==> config.mk <==
export PLATFORM = sky130hd
export DESIGN_NAME = bsspd_top
export DESIGN_NICKNAME = d
export VERILOG_FILES = /design/src/core/bsspd_section_decode.v /design/src/core/bsspd_top.v
export VERILOG_INCLUDE_DIRS = /design/src /design/src/core
export SDC_FILE = /design/constraint.sdc
export NUM_CORES = 1
export LEC_CHECK = 0
export BUFFER_PORTS_ARGS = -buffer_cell sky130_fd_sc_hd__buf_2
export CORE_ASPECT_RATIO = 1.1
export CORE_MARGIN = 1
export CORE_UTILIZATION = 53
export CTS_CLUSTER_DIAMETER = 100
export DETAILED_ROUTE_END_ITERATION = 8
export HOLD_SLACK_MARGIN = 0.03
export PLACE_DENSITY_LB_ADDON = 0.2
export SLEW_MARGIN = 20
export SYNTH_ARGS = -nofsm -noshare
export SYNTH_HDL_FRONTEND = slang
export SYNTH_SLANG_ARGS = --single-unit
==> constraint.sdc <==
create_clock -name mclk -period 4.15 [get_ports mclk]
set_input_delay 0.6225 -clock mclk [delete_from_list [all_inputs] [get_ports mclk]]
set_output_delay 0.6225 -clock mclk [all_outputs]
set_load 0.01 [all_outputs]
==> src/core/bsspd_consts.vh <==
// Purpose: Shared constants for the boot section self-program decode block
// Assumes: Included by bare name from core design files
// Notes: Offsets are byte addresses on a 32-bit classic Wishbone bus
`ifndef BSSPD_CONSTS_VH
`define BSSPD_CONSTS_VH

// Register byte offsets
`define BSSPD_OFS_CTRL 8'h00
`define BSSPD_OFS_EXTPG 8'h04
`define BSSPD_OFS_PTR 8'h08
`define BSSPD_OFS_CFG 8'h0C
`define BSSPD_OFS_STAT 8'h10

// Control and status field positions
`define BSSPD_CS_IRQ_EN 7
`define BSSPD_CS_BUSY 6
`define BSSPD_CS_STORE_PROGRAM_ENABLE 0

// Accepted codes of the lower five control bits
`define BSSPD_CODE_LOAD 5'h01
`define BSSPD_CODE_ERASE 5'h03
`define BSSPD_CODE_WRITE 5'h05
`define BSSPD_CODE_LOCK 5'h09
`define BSSPD_CODE_REEN 5'h11

// Reset values
`define BSSPD_RST_CODE 5'h00
`define BSSPD_RST_BYTE 8'h00
`define BSSPD_RST_PTR 16'h0000

// Arm window: cycles in which a store instruction is taken
`define BSSPD_ARM_CYCLES 3'h4
`define BSSPD_ARM_LAST 3'h3

// Boot start, 128K-byte variant (bit 16 always zero)
`define BSSPD_BOOT_S11 17'h0FE00
`define BSSPD_BOOT_S10 17'h0FC00
`define BSSPD_BOOT_S01 17'h0F800
`define BSSPD_BOOT_S00 17'h0F000
// Boot start, 17-bit variant
`define BSSPD_BOOT_L11 17'h1FE00
`define BSSPD_BOOT_L10 17'h1FC00
`define BSSPD_BOOT_L01 17'h1F800
`define BSSPD_BOOT_L00 17'h1F000

// First address of the non-concurrent section
`define BSSPD_NRW_START_S 17'h0F000
`define BSSPD_NRW_START_L 17'h1F000

// Pointer mapping: word bits, page bits
`define BSSPD_WORD_TOP 6
`define BSSPD_PAGE_LSB 7

`endif

==> src/core/bsspd_section_decode.v <==
// Purpose: Classify a program word address against boot and section limits
// Assumes: boot_size is the captured fuse code, {hi, lo}
// Notes: Pure combinational; bit 16 is masked off on the 128K-byte variant
`timescale 1ns/1ps
`default_nettype none
`include "bsspd_consts.vh"

module bsspd_section_decode (
  input wire large_variant,
  input wire [1:0] boot_size,
  input wire [16:0] addr,
  output reg [16:0] boot_start,
  output wire in_boot,
  output wire in_nonconc
);

  wire [16:0] addr_m;
  wire [16:0] nrw_start;

  // Small variant has a 16-bit address, so its top bit never counts
  assign addr_m = large_variant ? addr : {1'b0, addr[15:0]};

  // Boot start selected by fuse code and variant
  always @* begin
    case (boot_size)
      2'b11: boot_start = large_variant ? `BSSPD_BOOT_L11 : `BSSPD_BOOT_S11;
      2'b10: boot_start = large_variant ? `BSSPD_BOOT_L10 : `BSSPD_BOOT_S10;
      2'b01: boot_start = large_variant ? `BSSPD_BOOT_L01 : `BSSPD_BOOT_S01;
      default: boot_start = large_variant ? `BSSPD_BOOT_L00 : `BSSPD_BOOT_S00;
    endcase
  end

  // Boot section runs from its start to the top of flash
  assign in_boot = (addr_m >= boot_start);

  // Fixed split between concurrent and non-concurrent sections
  assign nrw_start = large_variant ? `BSSPD_NRW_START_L : `BSSPD_NRW_START_S;
  assign in_nonconc = (addr_m >= nrw_start);

endmodule // bsspd_section_decode
`default_nettype wire

==> src/core/bsspd_top.v <==
// Purpose: Self-program decode and control front end with Wishbone registers
// Assumes: CPU strobes are one-cycle pulses synchronous to mclk
// Notes: Erase/write timing lives in an external sequencer (flash_op_done)
//
// Summary of operation
// - 128K boot start from two fuse bits
// - 17-bit boot start from two fuse bits
// - 128K concurrent/non-concurrent split at 0xF000
// - 17-bit concurrent/non-concurrent split at 0x1F000
// - 128K word address from pointer bits 16..1
// - 17-bit word address from pointer bits 17..1
// - Word-in-page from pointer bits 7..1
// - Page select from pointer bit 8 upward
// - Pointer bit 0 is load byte select
// - Address bit 16 from extended page register
// - Ready interrupt needs enable and global flag
// - Ready interrupt is level while enable clear
// - One control and status register
// - Enable bit arms four cycles, self-clears
// - Only five lower-bit codes are accepted
// - Concurrent erase/write sets busy, blocks section
// - Re-enable during page load aborts load
//
// Design decisions made here: the placing of the registers and the Wishbone register port.
`timescale 1ns/1ps
`default_nettype none
`include "bsspd_consts.vh"

module bsspd_top (
  input wire mclk,
  input wire reset,
  input wire ce,
  input wire wb_cyc_i,
  input wire wb_stb_i,
  input wire wb_we_i,
  input wire [7:0] wb_adr_i,
  input wire [3:0] wb_sel_i,
  input wire [31:0] wb_dat_i,
  output wire [31:0] wb_dat_o,
  output wire wb_ack_o,
  input wire boot_size_sel_hi,
  input wire boot_size_sel_lo,
  input wire global_irq_flag,
  input wire store_program_instr,
  input wire program_load_instr,
  input wire flash_op_done,
  input wire [16:0] fetch_addr,
  output wire [16:0] prog_word_addr,
  output wire [9:0] page_select_field,
  output wire [6:0] word_select_field,
  output wire load_byte_select,
  output wire cmd_page_load,
  output wire cmd_page_erase,
  output wire cmd_page_write,
  output wire cmd_lock_set,
  output wire cmd_reenable,
  output wire load_abort,
  output wire concurrent_section_busy,
  output wire fetch_blocked,
  output wire fetch_in_boot,
  output wire store_ready_irq
);

  // One-hot sequencer states
  localparam [2:0] ST_IDLE = 3'b001;
  localparam [2:0] ST_ARMED = 3'b010;
  localparam [2:0] ST_BUSY = 3'b100;

  reg [2:0] st_q;
  reg [2:0] arm_cnt_q;
  reg [4:0] code_q;
  reg irq_en_q;
  reg busy_q;
  reg buf_loading_q;
  reg [7:0] ext_page_q;
  reg [15:0] ptr_q;
  reg large_q;
  reg [1:0] boot_size_q;
  reg fuse_taken_q;
  reg ack_q;
  reg [31:0] rdata_q;
  reg byte_sel_q;
  reg load_p_q;
  reg erase_p_q;
  reg write_p_q;
  reg lock_p_q;
  reg reen_p_q;
  reg abort_p_q;

  wire wb_req;
  wire wb_wr;
  wire ctrl_wr;
  wire code_ok;
  wire [23:0] ptr_full;
  wire [16:0] word_addr;
  wire [16:0] boot_start;
  wire ptr_in_boot;
  wire ptr_nonconc;
  wire fetch_nonconc;
  wire store_program_enable;
  wire [7:0] ctrl_rd;

  // Full pointer: extended page register supplies bits above 15
  assign ptr_full = {ext_page_q, ptr_q};

  // Bit 0 is dropped; variant picks how many upper bits are mapped
  assign word_addr = large_q ? ptr_full[17:1]
                             : {1'b0, ptr_full[16:1]};

  assign prog_word_addr = word_addr;
  // Page select starts at word bit 7, i.e. pointer bit 8
  assign page_select_field = word_addr[16:`BSSPD_PAGE_LSB];
  // Word within a 128-word page
  assign word_select_field = word_addr[`BSSPD_WORD_TOP:0];
  // The CPU keeps word select zero for a page write; nothing here forces it
  // so a nonzero value is passed through unchanged

  // Pointer address classification
  bsspd_section_decode u_ptr_dec (
    .large_variant(large_q),
    .boot_size(boot_size_q),
    .addr(word_addr),
    .boot_start(boot_start),
    .in_boot(ptr_in_boot),
    .in_nonconc(ptr_nonconc)
  );

  // Core fetch address classification
  bsspd_section_decode u_fetch_dec (
    .large_variant(large_q),
    .boot_size(boot_size_q),
    .addr(fetch_addr),
    .boot_start(),
    .in_boot(fetch_in_boot),
    .in_nonconc(fetch_nonconc)
  );

  // Busy section refuses access from the core
  assign fetch_blocked = busy_q & ~fetch_nonconc;
  assign concurrent_section_busy = busy_q;

  assign store_program_enable = code_q[`BSSPD_CS_STORE_PROGRAM_ENABLE];

  // Level request while enabled and no store is pending
  assign store_ready_irq = irq_en_q & global_irq_flag & ~store_program_enable;

  // Wishbone classic: one request per ack, ack one cycle after strobe
  assign wb_req = wb_cyc_i & wb_stb_i & ~ack_q;
  assign wb_wr = wb_req & wb_we_i;
  assign ctrl_wr = wb_wr & wb_sel_i[0] & (wb_adr_i == `BSSPD_OFS_CTRL);
  assign wb_ack_o = ack_q;
  assign wb_dat_o = rdata_q;

  // Only the five documented codes arm the sequencer
  assign code_ok = (wb_dat_i[4:0] == `BSSPD_CODE_LOAD) |
                   (wb_dat_i[4:0] == `BSSPD_CODE_ERASE) |
                   (wb_dat_i[4:0] == `BSSPD_CODE_WRITE) |
                   (wb_dat_i[4:0] == `BSSPD_CODE_LOCK) |
                   (wb_dat_i[4:0] == `BSSPD_CODE_REEN);

  // Single control and status byte; bit 5 reads zero
  assign ctrl_rd = {irq_en_q, busy_q, 1'b0, code_q};

  assign load_byte_select = byte_sel_q;
  assign cmd_page_load = load_p_q;
  assign cmd_page_erase = erase_p_q;
  assign cmd_page_write = write_p_q;
  assign cmd_lock_set = lock_p_q;
  assign cmd_reenable = reen_p_q;
  assign load_abort = abort_p_q;

  // Fuses are static: take them once on the first enabled edge after reset
  always @(posedge mclk or posedge reset) begin
    if (reset) begin
      boot_size_q <= 2'h0;
      fuse_taken_q <= 1'b0;
    end else if (ce && !fuse_taken_q) begin
      boot_size_q <= {boot_size_sel_hi, boot_size_sel_lo};
      fuse_taken_q <= 1'b1;
    end
  end

  // Bus slave: ack, read mux, and plain data registers
  always @(posedge mclk or posedge reset) begin
    if (reset) begin
      ack_q <= 1'b0;
      rdata_q <= 32'h00000000;
      ext_page_q <= `BSSPD_RST_BYTE;
      ptr_q <= `BSSPD_RST_PTR;
      large_q <= 1'b0;
    end else if (ce) begin
      ack_q <= wb_req;
      if (wb_req && !wb_we_i) begin
        case (wb_adr_i)
          `BSSPD_OFS_CTRL: rdata_q <= {24'h000000, ctrl_rd};
          `BSSPD_OFS_EXTPG: rdata_q <= {24'h000000, ext_page_q};
          `BSSPD_OFS_PTR: rdata_q <= {16'h0000, ptr_q};
          `BSSPD_OFS_CFG: rdata_q <= {31'h00000000, large_q};
          `BSSPD_OFS_STAT: rdata_q <= {7'h00, boot_start, 3'h0, fuse_taken_q,
                                       boot_size_q, ptr_nonconc, ptr_in_boot};
          default: rdata_q <= 32'h00000000;
        endcase
      end
      if (wb_wr) begin
        case (wb_adr_i)
          `BSSPD_OFS_EXTPG: begin
            if (wb_sel_i[0]) begin
              ext_page_q <= wb_dat_i[7:0];
            end
          end
          `BSSPD_OFS_PTR: begin
            if (wb_sel_i[0]) begin
              ptr_q[7:0] <= wb_dat_i[7:0];
            end
            if (wb_sel_i[1]) begin
              ptr_q[15:8] <= wb_dat_i[15:8];
            end
          end
          `BSSPD_OFS_CFG: begin
            if (wb_sel_i[0]) begin
              large_q <= wb_dat_i[0];
            end
          end
          default: begin
            ack_q <= wb_req;
          end
        endcase
      end
    end
  end

  // Byte select is captured when a program load instruction executes
  always @(posedge mclk or posedge reset) begin
    if (reset) begin
      byte_sel_q <= 1'b0;
    end else if (ce && program_load_instr) begin
      byte_sel_q <= ptr_q[0];
    end
  end

  // Interrupt enable is writable at any time, independent of the code
  always @(posedge mclk or posedge reset) begin
    if (reset) begin
      irq_en_q <= 1'b0;
    end else if (ce && ctrl_wr) begin
      irq_en_q <= wb_dat_i[`BSSPD_CS_IRQ_EN];
    end
  end

  // Store sequencer: arm window, command issue, busy hold.
  // Codes are refused outside idle so only one store is ever active.
  always @(posedge mclk or posedge reset) begin
    if (reset) begin
      st_q <= ST_IDLE;
      arm_cnt_q <= 3'h0;
      code_q <= `BSSPD_RST_CODE;
      busy_q <= 1'b0;
      buf_loading_q <= 1'b0;
      load_p_q <= 1'b0;
      erase_p_q <= 1'b0;
      write_p_q <= 1'b0;
      lock_p_q <= 1'b0;
      reen_p_q <= 1'b0;
      abort_p_q <= 1'b0;
    end else if (ce) begin
      load_p_q <= 1'b0;
      erase_p_q <= 1'b0;
      write_p_q <= 1'b0;
      lock_p_q <= 1'b0;
      reen_p_q <= 1'b0;
      abort_p_q <= 1'b0;
      case (st_q)
        ST_IDLE: begin
          if (ctrl_wr && code_ok) begin
            code_q <= wb_dat_i[4:0];
            arm_cnt_q <= 3'h0;
            st_q <= ST_ARMED;
          end
        end
        ST_ARMED: begin
          if (store_program_instr) begin
            arm_cnt_q <= 3'h0;
            case (code_q)
              `BSSPD_CODE_ERASE: begin
                erase_p_q <= 1'b1;
                busy_q <= busy_q | ~ptr_nonconc;
                st_q <= ST_BUSY;
              end
              `BSSPD_CODE_WRITE: begin
                write_p_q <= 1'b1;
                busy_q <= busy_q | ~ptr_nonconc;
                buf_loading_q <= 1'b0;
                st_q <= ST_BUSY;
              end
              `BSSPD_CODE_LOCK: begin
                lock_p_q <= 1'b1;
                code_q <= `BSSPD_RST_CODE;
                st_q <= ST_IDLE;
              end
              `BSSPD_CODE_REEN: begin
                reen_p_q <= 1'b1;
                busy_q <= 1'b0;
                // Buffered words are discarded, not written
                abort_p_q <= buf_loading_q;
                buf_loading_q <= 1'b0;
                code_q <= `BSSPD_RST_CODE;
                st_q <= ST_IDLE;
              end
              default: begin
                // Plain enable: one word into the page buffer
                load_p_q <= 1'b1;
                busy_q <= 1'b0;
                buf_loading_q <= 1'b1;
                code_q <= `BSSPD_RST_CODE;
                st_q <= ST_IDLE;
              end
            endcase
          end else if (arm_cnt_q == `BSSPD_ARM_LAST) begin
            // Window of four cycles expired with no store
            code_q <= `BSSPD_RST_CODE;
            arm_cnt_q <= 3'h0;
            st_q <= ST_IDLE;
          end else begin
            arm_cnt_q <= arm_cnt_q + 3'h1;
          end
        end
        ST_BUSY: begin
          // Enable stays high until the sequencer reports the end
          if (flash_op_done) begin
            code_q <= `BSSPD_RST_CODE;
            st_q <= ST_IDLE;
          end
        end
        default: begin
          st_q <= ST_IDLE;
          code_q <= `BSSPD_RST_CODE;
        end
      endcase
    end
  end

endmodule // bsspd_top
`default_nettype wire

==> results of run 1 <==
worst max-delay path, stage by stage (launching register included):
cell	delay, ps
sky130_fd_sc_hd__dfrtp_1	420
sky130_fd_sc_hd__nand2_1	100
sky130_fd_sc_hd__inv_1	80
sky130_fd_sc_hd__ha_1	270
sky130_fd_sc_hd__or4b_2	570
sky130_fd_sc_hd__o41ai_1	260
sky130_fd_sc_hd__a211oi_1	120
sky130_fd_sc_hd__nor2_1	110
sky130_fd_sc_hd__buf_2	130
power by group:
group | leakage (nW) | switching, W | internal [W] | total [W]
clock network | 0.0854 | 0.000244 | 0.000243 | 0.000487
registers | 0.959 | 0.00000961 | 0.000704 | 0.000714
logic | 1.29 | 0.0000750 | 0.0000523 | 0.000127
final cells by class:
type	instances	area, um2	area share
inverter	18	68.8	0.0157
tap	85	106	0.0242
multi-input combinational	230	1630	0.371
clock inverter	1	5.00	0.00114
clock buffer	13	159	0.0362
sequential	71	1780	0.405
timing repair buffer	127	643	0.147
path summary, 6_finish.rpt:
check | slack, ps | depth (start not counted) | endpoint | from
worst max-delay path | 1100 | 8 | fetch_in_boot | boot_size_q[1]$_DFFE_PP0P_
worst min-delay path | 400 | 2 | wb_dat_o[0]$_DFFE_PP0P_ | reset
worst max register to register | 1780 | 4 | ptr_q[15]$_DFFE_PP0P_ | wb_ack_o$_DFFE_PP0P_
worst min register to register | 480 | 2 | wb_dat_o[17]$_DFFE_PP0P_ | wb_dat_o[17]$_DFFE_PP0P_
max in group asynchronous | 3060 | 3 | wb_dat_o[13]$_DFFE_PP0P_ | reset
min in group mclk | 480 | 2 | wb_dat_o[17]$_DFFE_PP0P_ | wb_dat_o[17]$_DFFE_PP0P_
registers in the layout (all words and copies together), names as in the netlist, 2 cells and up:
| signal | cells |
|---|---|
| boot_size_q | 2 |
| arm_cnt_q | 3 |
| ext_page_q | 8 |
| st_q | 3 |
| ptr_q | 16 |
| wb_dat_o | 21 |
| code_q | 5 |
cell families after synthesis:
logic type	count (synthesis)	synth area share
and+or+nand+nor	114	0.170
DFF	71	0.467
buffers and inverters	69	0.113
AOI/OAI and AO/OA	64	0.109
muxes	35	0.112
adders and majority gates	8	0.0256
other	1	0.000984
xor gates and xnor gates	1	0.00230
synthesized netlist by cell type, drive strengths merged, types with 2 or more instances:
cell type,n
a21o,3
a21oi,9
a221oi,3
a22o,12
buf,46
clkbuf,5
dfrtp,70
ha,7
inv,18
mux2,28
mux2i,6
nand2,32
nand2b,5
nand3,4
nand3b,2
nand4,3
nand4b,2
nor2,22
nor2b,9
nor3,8
nor4,3
nor4b,2
nor4bb,2
o21ai,25
o22ai,4
or2,3
or3,3
or3b,2
or4,3
or4b,5
routing by layer:
metal  wire (um)  track usage  share of wire
met5           0            0              0
met3         401       0.0356          0.045
met4         129        0.106          0.014
met1        3890        0.318           0.43
met2        4570        0.427           0.51
through the flow:
stage               cells  hold slack [ps]  instance area (um2)   util  setup slack [ps]
finish                545              395                 4390  0.630              1100
CTS                   545              481                 4390  0.629              1080
detailed placement    531              468                 4220  0.606              1170
floorplan             370              446                 3840      -              1510
global route          545              462                 4390  0.630               939
global placement      531              457                 4220  0.606              1190
==> results.md, run 1 <==
### Run status
• finished clean — status

### Die
• 0.00697 mm2 — floorplan core area
• 151 — Ports
• 90.9 um — Die Ht
• 0.547 — starting density of the core
• 0.00753 mm2 — overall die area
• 32 — standard-cell row count
• 82.8 um — horizontal die dimension

### Final layout
• sky130_fd_sc_hd__buf_2 (124), sky130_fd_sc_hd__dfrtp_1 (70), sky130_fd_sc_hd__nand2_1 (32), sky130_fd_sc_hd__o21ai_0 (25), sky130_fd_sc_hd__nor2_1 (22) — most frequent cells in the layout
• 537 — Post-layout nets
• 0 — antenna fix cells
• 15.1% — Syn-to-layout area delta
• 625 — Filler Cells Inserted
• 0.402 — fraction of final layout cells with drive strength greater than 1
• sky130_fd_sc_hd__buf_2 — most common cell after layout, fill and taps aside

### Clock network
• sky130_fd_sc_hd__clkbuf_8 — cell chosen for the clock root
• 0 — hold buffer count at CTS
• 9 — number of buffers added by the clock tree synthesis step
• yes — CTS tree
• 3 — # H-tree levels
• 0 — Post-CTS Resized
• 0 — post-CTS setup buffer count
• 350 ps — insertion delay of the later-clocked pin in the worst-skew pair
• 2 — maximum count of clock buffers along a single path
• 70 ps — clock transition at the register clock pins on the worst setup and hold paths after CTS
• 71 — Clock Sink Count

### Synth
• 0.460 — area share of the largest cell type after synthesis
• 0 — EDFF count, synth
• 0 — number of warning messages in the yosys log
• 71 — flop and latch count out of synthesis
• 0.467 — share of the yosys chip area belonging to registers
• 1.00 — Post-synth ARST share
• 10.5 um2 — Avg Cell Area, Syn
• sky130_fd_sc_hd__dfrtp_1 — dominant cell type by area after synthesis
• 0.00381 mm2 — Netlist Area Pre-Place
• 53 — number of distinct library cells after synthesis
• sky130_fd_sc_hd__dfrtp_1 (46%), sky130_fd_sc_hd__buf_4 (8.7%), sky130_fd_sc_hd__mux2_2 (5.9%), sky130_fd_sc_hd__o21ai_0 (3.3%), sky130_fd_sc_hd__mux2_4 (3.2%) — cells taking the most area after synthesis
• 363 — Post-Syn Instances
• sky130_fd_sc_hd__dfrtp_1 — leading register cell type out of synthesis

### Timing
• 0 — final hold violations
• 898 ps — Worst-Margin Slew
• no — unrepaired setup endpoints after global routing
• 0 — Max Slew Vio Count
• 7.45 ps — worst clock skew on the final layout
• 0.394 — worst max-slew margin expressed relative to the limit
• 328 MHz — achievable clock frequency
• 0 ps — setup tns final
• 3050 ps — final critical delay including setup and external delays
• 0 — Setup-failing EPs final
• 0.734 — final critical-path share of the clock period

### Run
• 0 — max-capacitance violation count

### Power
• 303 mW/mm2 — power density normalized to cell area
• 2.34 nW — Static Leak
• 0.00133 W — total chip power
• 0.000213 V — Max VDD drop

### Route
• 4 — detailed-router iteration count before antenna repair
• 8980 um — drt total wl
• 3,020 — vias after detailed routing
• 5.54 — Vias per Instance
• 130 — violation count after the first detailed-routing iteration
• 16.5 um — average wire per cell in the routed design
• 0 — DRT antenna net count
• 0 — drc violations

### Place
• 0.849 — routability cong.
• 124 — count of port buffers added during placement
• 6870 um — detailed placement HPWL

### Critical path
• 2420 ps — Data arrival, critical path
• 3530 ps — required time of the critical path
• register — startpoint type of the worst setup path
• 4 — Crit Path Max Fanout
• output pin — kind of capture point of the worst setup path
• register to output pin — startpoint-to-endpoint class of the critical path

### GRT
• 49 — maximum number of pins on one net before global-route repair
• 0 — Remaining Overflow, GRT
• 14,500 um — wire length of the first global-routing pass
• 2,902 — number of global-route vias before repair
• 0 — initial antenna violation count
• 0.250 — global-route usage over all layers

### Hold path
• input pin to asynchronous set/reset pin — Hold Path Class

Note: power is estimated with default switching activity, not from simulation.
==> inputs of run 2 (changes only) <==
- ABC_AREA: not set -> 1
- CORE_UTILIZATION: 53 -> 50
- clock period: 4.15 -> 2.9 ns (I/O delays scaled with it)
==> results.md, run 2 <==
### GRT
• 0.298 — met1 routing resource usage after global routing, -0.0196
• 0.0497 — met3 usage in global routing, +0.0141
• 14,600 um — wire length of the first global-routing pass, +0.47%
• 0 — initial antenna violation count, unchanged
• met2 — Top Usage Layer GRT
• 55 — maximum number of pins on one net before global-route repair, +12%
• 3,047 — number of global-route vias before repair, +5.0%
• 0.390 — met2 GRT Util, -0.0365
• 0 — Remaining Overflow, GRT, unchanged
• 0.232 — global-route usage over all layers, -0.0184

### Synth
• sky130_fd_sc_hd__dfrtp_1 — leading register cell type out of synthesis
• 0.00399 mm2 — Netlist Area Pre-Place, +4.8%
• 0.445 — share of the yosys chip area belonging to registers, -0.0212
• 71 — flop and latch count out of synthesis, unchanged
• 1.00 — Post-synth ARST share, unchanged
• 33 — number of distinct library cells after synthesis, -38%
• 0.439 — area share of the largest cell type after synthesis, -0.0209
• sky130_fd_sc_hd__nand2_1 — most used standard cell by instance count after synthesis
• sky130_fd_sc_hd__dfrtp_1 — dominant cell type by area after synthesis
• sky130_fd_sc_hd__dfrtp_1 (44%), sky130_fd_sc_hd__nand2_1 (14%), sky130_fd_sc_hd__buf_4 (8.7%), sky130_fd_sc_hd__inv_1 (5.0%), sky130_fd_sc_hd__nand3_1 (3.4%) — cells taking the most area after synthesis
• 0 — number of warning messages in the yosys log, unchanged
• sky130_fd_sc_hd__nand2_1 (145), sky130_fd_sc_hd__dfrtp_1 (70), sky130_fd_sc_hd__inv_1 (53) — leading post-synthesis cells by instance count
• 7.95 um2 — Avg Cell Area, Syn, -24%
• 0 — EDFF count, synth, unchanged
• 502 — Post-Syn Instances, +38%

### Timing
• 686 ps — Worst-Margin Slew, -212 ps
• 446 MHz — achievable clock frequency
• 0.542 — worst max-slew margin expressed relative to the limit, +0.149
• 0 — Max Slew Vio Count, unchanged
• 0 — final hold violations, unchanged
• 0 ps — setup tns final, unchanged
• 0.774 — final critical-path share of the clock period
• 14.8 ps — worst clock skew on the final layout, +7.38 ps
• 2240 ps — final critical delay including setup and external delays
• 0 — Setup-failing EPs final, unchanged
• no — unrepaired setup endpoints after global routing

### Place
• 7040 um — detailed placement HPWL, +2.5%
• 124 — count of port buffers added during placement, unchanged
• 0.00439 mm2 — placement-stage cell area, +3.9%
• 687 — # placed instances, +29%
• 0.851 — routability cong., +0.33%

### Clock network
• 71 — Clock Sink Count, unchanged
• 90 ps — clock transition at the register clock pins on the worst setup and hold paths after CTS, +20 ps
• 0 — Post-CTS Resized, unchanged
• 3 — # H-tree levels, unchanged
• yes — CTS tree
• 2 — maximum count of clock buffers along a single path, unchanged
• 360 ps — insertion delay of the later-clocked pin in the worst-skew pair, about the same
• 0 — post-CTS setup buffer count, unchanged
• 9 — number of buffers added by the clock tree synthesis step, unchanged
• sky130_fd_sc_hd__clkbuf_8 — cell chosen for the clock root
• 0 — hold buffer count at CTS, unchanged

### Final layout
• 0 — antenna fix cells, unchanged
• 21 — max reg flops, unchanged
• 0.00457 mm2 — final instance area, +4.1%
• 673 — Post-layout nets, +25%
• sky130_fd_sc_hd__nand2_1 (145), sky130_fd_sc_hd__buf_2 (124), sky130_fd_sc_hd__dfrtp_1 (70), sky130_fd_sc_hd__inv_1 (52), sky130_fd_sc_hd__nor2_1 (34) — most frequent cells in the layout
• 0.319 — fraction of final layout cells with drive strength greater than 1, -0.0828
• 14.5% — Syn-to-layout area delta
• sky130_fd_sc_hd__nand2_1 — most common cell after layout, fill and taps aside
• 703 — Final Instance Count excl. Fillers, +29%
• 720 — Filler Cells Inserted, +15%

### Power
• 0.133 — portion of total power attributed to combinational logic, +0.037
• 2.64 nW — Static Leak, +13%
• 458 mW/mm2 — power density normalized to cell area, +51%
• 0.000213 V — Max VDD drop, about the same
• 0.00145 W — Pint, +45%
• 0.305 — Switching Share, +0.0574
• 0.000638 W — sw power, +94%
• 0.523 — sequential cell fraction of total power, -0.015
• 0.344 — relative contribution of the clock network to total power, -0.023

### Critical path
• 4 — Crit Path Max Fanout, unchanged
• 2 — Crit path buffers/inverters, unchanged
• boot_size_q[0]$_DFFE_PP0P_ — launch point of the worst reg-to-reg path
• register — startpoint type of the worst setup path
• output pin — kind of capture point of the worst setup path
• 1810 ps — Data arrival, critical path, -610 ps
• nand2_1, inv_1, ha_1, nand2_1, nor3_1, nand3_1, o21ai_0, buf_2 — Critical Path, Cell by Cell
• 410 ps — biggest cell delay along the critical path, -160 ps
• boot_size_q[1]$_DFFE_PP0P_ — source of the critical timing path
• simple AND/OR/NAND/NOR gates — kind of cell adding the most delay to the critical path
• 2470 ps — required time of the critical path, -1060 ps
• sky130_fd_sc_hd__dfrtp_1 — cell with the largest stage delay on the worst path
• sky130_fd_sc_hd__nand2_1 — Critical Path Most Common Cell
• register to output pin — startpoint-to-endpoint class of the critical path

### Die
• 33 — standard-cell row count, +3.1%
• 0.00834 mm2 — overall die area, +11%
• 151 — Ports, unchanged
• 0.525 — starting density of the core, -0.0215
• 95.7 um — Die Ht, +5.3%
• 0.00760 mm2 — floorplan core area, +9.1%
• 87.2 um — horizontal die dimension, +5.2%

### Hold path
• input pin to asynchronous set/reset pin — Hold Path Class

### Route
• 6 — detailed-router iteration count before antenna repair, +2
• 0 — DRT antenna net count, unchanged
• 0 — drc violations, unchanged
• 13.1 um — average wire per cell in the routed design, -21%
• 9190 um — drt total wl, +2.3%
• 4.92 — Vias per Instance, -11%
• 164 — violation count after the first detailed-routing iteration, +26%
• 3,461 — vias after detailed routing, +15%

### Run
• 0 — max-capacitance violation count, unchanged

### Run status
• finished clean — status

## run 2: cell type report
class	count	area (um2)	share of cell area
flip-flops and latches	71	1780	0.389
multi-input cells	325	1610	0.353
repair buffers	127	643	0.141
inverters	59	224	0.0490
well taps	105	131	0.0288
clock buffers	9	124	0.0271
clock inverters	7	56.3	0.0123
## run 2: kinds of logic (layout without fill, tap and decap cells)
family	Yosys count	after routing	synth area share
AND/OR/NAND/NOR	252	252	0.283
buffers and inverters	113	202	0.157
flip-flops	71	71	0.445
AO/OA/AOI/OAI	57	57	0.0881
adder cells (fa/ha/maj)	7	7	0.0219
other	1	8	0.000940
multiplexers	1	1	0.00282
## run 2: worst paths after layout
kind | cells after the start | slack, ps | end
worst max register to register | 10 | 1330 | wb_dat_o[0]$_DFFE_PP0P_
max in group asynchronous | 4 | 1930 | fuse_taken_q$_DFFE_PP0P_
worst max-delay path | 8 | 660 | fetch_in_boot
worst min register to register | 2 | 480 | wb_dat_o[12]$_DFFE_PP0P_
min in group mclk | 2 | 270 | load_byte_select$_DFFE_PP0P_
worst min-delay path | 3 | 250 | ptr_q[12]$_DFFE_PP0P_
## run 2: through the flow
| step | power (W) | setup slack [ps] | hold WS (ps) | util |
|---|---|---|---|---|
| after global placement | 0.00138 | 950 | 458 | 0.578 |
| after detailed placement | 0.00139 | 890 | 461 | 0.578 |
| after floorplan | 0.00129 | 670 | 440 | - |
| after global routing | 0.00219 | 429 | 277 | 0.601 |
| final | 0.00209 | 657 | 253 | 0.601 |
| after CTS | 0.00211 | 642 | 261 | 0.601 |
## run 2: per-layer routing
layer / share of wire / routed length (um) / up-vias
met5: 0 / 0 / -
li1: - / - / 1727
met3: 0.061 / 560 / 9
met2: 0.49 / 4520 / 123
met1: 0.44 / 4010 / 1602
met4: 0.011 / 102 / 0
## run 2: worst min-delay path, stage by stage
cell and delay (ps):
sky130_fd_sc_hd__buf_2 100, sky130_fd_sc_hd__inv_2 30, sky130_fd_sc_hd__buf_4 540
## run 2: power by group through the flow
stage | logic, W | clock network (W) | registers (W)
final | 0.000277 | 0.000720 | 0.00109
after global placement | 0.000270 | 0 | 0.00111
after detailed placement | 0.000279 | 0 | 0.00111
after CTS | 0.000279 | 0.000738 | 0.00109
after global routing | 0.000320 | 0.000775 | 0.00110
after floorplan | 0.000194 | 0 | 0.00110
==> inputs of run 3 (changes only) <==
- ABC_AREA: 1 -> 0
- CORE_UTILIZATION: 50 -> 49
- clock period: 2.9 -> 2.2 ns (I/O delays scaled with it)
==> results.md, run 3 (same netlist as run 1, synthesis figures left out) <==
### Clock network
• 3 — # H-tree levels, unchanged
• 71 — Clock Sink Count, unchanged
• 340 ps — insertion delay of the later-clocked pin in the worst-skew pair, -20 ps
• yes — CTS tree
• 80 ps — clock transition at the register clock pins on the worst setup and hold paths after CTS, about the same
• 9 — number of buffers added by the clock tree synthesis step, unchanged
• sky130_fd_sc_hd__clkbuf_8 — cell chosen for the clock root
• 2 — maximum count of clock buffers along a single path, unchanged

### Critical path
• register — startpoint type of the worst setup path
• 1870 ps — required time of the critical path, -600 ps
• wb_ack_o$_DFFE_PP0P_ — launch point of the worst reg-to-reg path
• sky130_fd_sc_hd__or4b_4 — cell with the largest stage delay on the worst path
• boot_size_q[1]$_DFFE_PP0P_ — source of the critical timing path
• nand2_2, inv_2, ha_4, or4b_4, o41ai_4, a211oi_2, nor2_1, buf_2 — Critical Path, Cell by Cell
• 2 — Crit path buffers/inverters, unchanged
• output pin — kind of capture point of the worst setup path
• 460 ps — biggest cell delay along the critical path, +50 ps
• 2 — Crit Path Max Fanout, -2
• register to output pin — startpoint-to-endpoint class of the critical path
• simple AND/OR/NAND/NOR gates — kind of cell adding the most delay to the critical path
• 2210 ps — Data arrival, critical path, +400 ps

### GRT
• 14,600 um — wire length of the first global-routing pass, -0.14%
• 0 — initial antenna violation count, unchanged
• 72 — maximum number of pins on one net before global-route repair, +31%
• 0 — Remaining Overflow, GRT, unchanged
• 0.235 — global-route usage over all layers, +0.00348
• 2,892 — number of global-route vias before repair, -5.1%

### Route
• 0 — DRT antenna net count, unchanged
• 4 — detailed-router iteration count before antenna repair, -2
• 3,118 — vias after detailed routing, -9.9%
• 0 — drc violations, unchanged
• 632 um — routed wire length on met3, +13%
• 9040 um — drt total wl, -1.6%
• 169 — violation count after the first detailed-routing iteration, +3.0%
• 5.29 — Vias per Instance, +7.5%
• 15.4 um — average wire per cell in the routed design, +17%
• met4 — highest metal layer with signal wires
• 4470 um — met2 wire length, -1.3%
• 3800 um — M1 WL, -5.1%

### Timing
• 9.87 ps — worst clock skew on the final layout, -4.96 ps
• 0.365 — worst max-slew margin expressed relative to the limit, -0.177
• yes — unrepaired setup endpoints after global routing
• 394 MHz — achievable clock frequency
• 2540 ps — final critical delay including setup and external delays
• 1 — Setup-failing EPs final, +1
• 0 — final hold violations, unchanged
• -340 ps — final worst slack, -997 ps
• 0 — Max Slew Vio Count, unchanged
• 940 ps — Worst-Margin Slew, +254 ps
• 1.15 — final critical-path share of the clock period

### Hold path
• input pin to asynchronous set/reset pin — Hold Path Class

### Power
• 589 mW/mm2 — power density normalized to cell area, +29%
• 0.00280 W — total chip power, +34%
• 2.50 nW — Static Leak, -5.0%
• 0.000326 V — Max VDD drop, +53%

### Die
• 0.00747 mm2 — floorplan core area, -1.6%
• 94.5 um — Die Ht, -1.3%
• 0.00813 mm2 — overall die area, -2.5%
• 151 — Ports, unchanged
• 0.510 — starting density of the core, -0.0156
• 33 — standard-cell row count, unchanged
• 86.1 um — horizontal die dimension, -1.3%

### Run
• 0 — max-capacitance violation count, unchanged

### Place
• 6930 um — detailed placement HPWL, -1.5%
• 0.852 — routability cong., about the same
• 124 — count of port buffers added during placement, unchanged
• 568 — # placed instances, -17%

### Run status
• complete, but fails checks — status
• setup timing — violated checks

### Final layout
• 0.00171 mm2 — multi-input gate area in the final layout, +6.3%
• 0 — antenna fix cells, unchanged
• sky130_fd_sc_hd__buf_2 (124), sky130_fd_sc_hd__dfrtp_1 (70), sky130_fd_sc_hd__nand2_1 (31), sky130_fd_sc_hd__o21ai_0 (24), sky130_fd_sc_hd__buf_4 (23) — most frequent cells in the layout
• 622 — Filler Cells Inserted, -14%
• 24.7% — Syn-to-layout area delta
• 0.446 — fraction of final layout cells with drive strength greater than 1, +0.127
• 589 — Final Instance Count excl. Fillers, -16%
• 0.00178 mm2 — sequential cell area in the final layout, unchanged
• 21 — max reg flops, unchanged
• 559 — Post-layout nets, -17%
• sky130_fd_sc_hd__buf_2 — most common cell after layout, fill and taps aside

-- run 3: worst min-delay path, stage by stage --
cell,delay [ps]
sky130_fd_sc_hd__buf_2,100
sky130_fd_sc_hd__inv_2,60
sky130_fd_sc_hd__buf_12,300
-- run 3: layout make-up --
cell class | count | share of cell area
Sequential cell | 71 | 0.374
Multi-Input combinational cell | 230 | 0.361
Timing Repair Buffer | 149 | 0.175
Tap cell | 105 | 0.0277
Clock buffer | 9 | 0.0261
Clock inverter | 7 | 0.0216
Inverter | 18 | 0.0142
-- run 3: path summary, 6_finish.rpt --
kind                                         endpoint  slack, ps  cells past startpoint
setup reg to reg                ptr_q[11]$_DFFE_PP0P_         70                      5
hold reg to reg              arm_cnt_q[0]$_DFFE_PP0P_        480                      1
setup / recovery                        fetch_in_boot       -340                      8
max in group asynchronous         st_q[0]$_DFFE_PP1P_       1820                      3
min in group mclk          boot_size_q[1]$_DFFE_PP0P_        210                      3
hold / removal                  ptr_q[12]$_DFFE_PP0P_         50                      3
-- run 3: where the power goes --
| part | switching (W) | internal, W |
|---|---|---|
| Sequential | 0.0000145 | 0.00133 |
| Combinational | 0.000155 | 0.000128 |
| Clock | 0.000519 | 0.000652 |
-- run 3: through the flow --
step	util	worst slack, ps	hold slack [ps]	area [um2]	setup TNS [ps]
finish	0.636	-340	52.1	4750	-340
global route	0.636	-449	79.2	4750	-449
CTS	0.629	-449	71.2	4700	-449
detailed placement	0.595	-308	443	4440	-5980
global placement	0.595	-290	441	4440	-5480
floorplan	-	-134	446	3880	-2640
-- run 3: what timing repair did --
item / in CTS / in global routing
resized for setup: 4 / 3
hold buffers: 0 / 0
buffers inserted: 1 / 4
pin swaps: 5 / 4
endpoints found under the setup margin: 1 / 9
-- run 3: metal layers --
layer	global-route usage	vias to the layer above
li1	-	1480
met1	0.308	1500
met2	0.395	127
met3	0.0516	11
met4	0.0653	0
met5	0	-
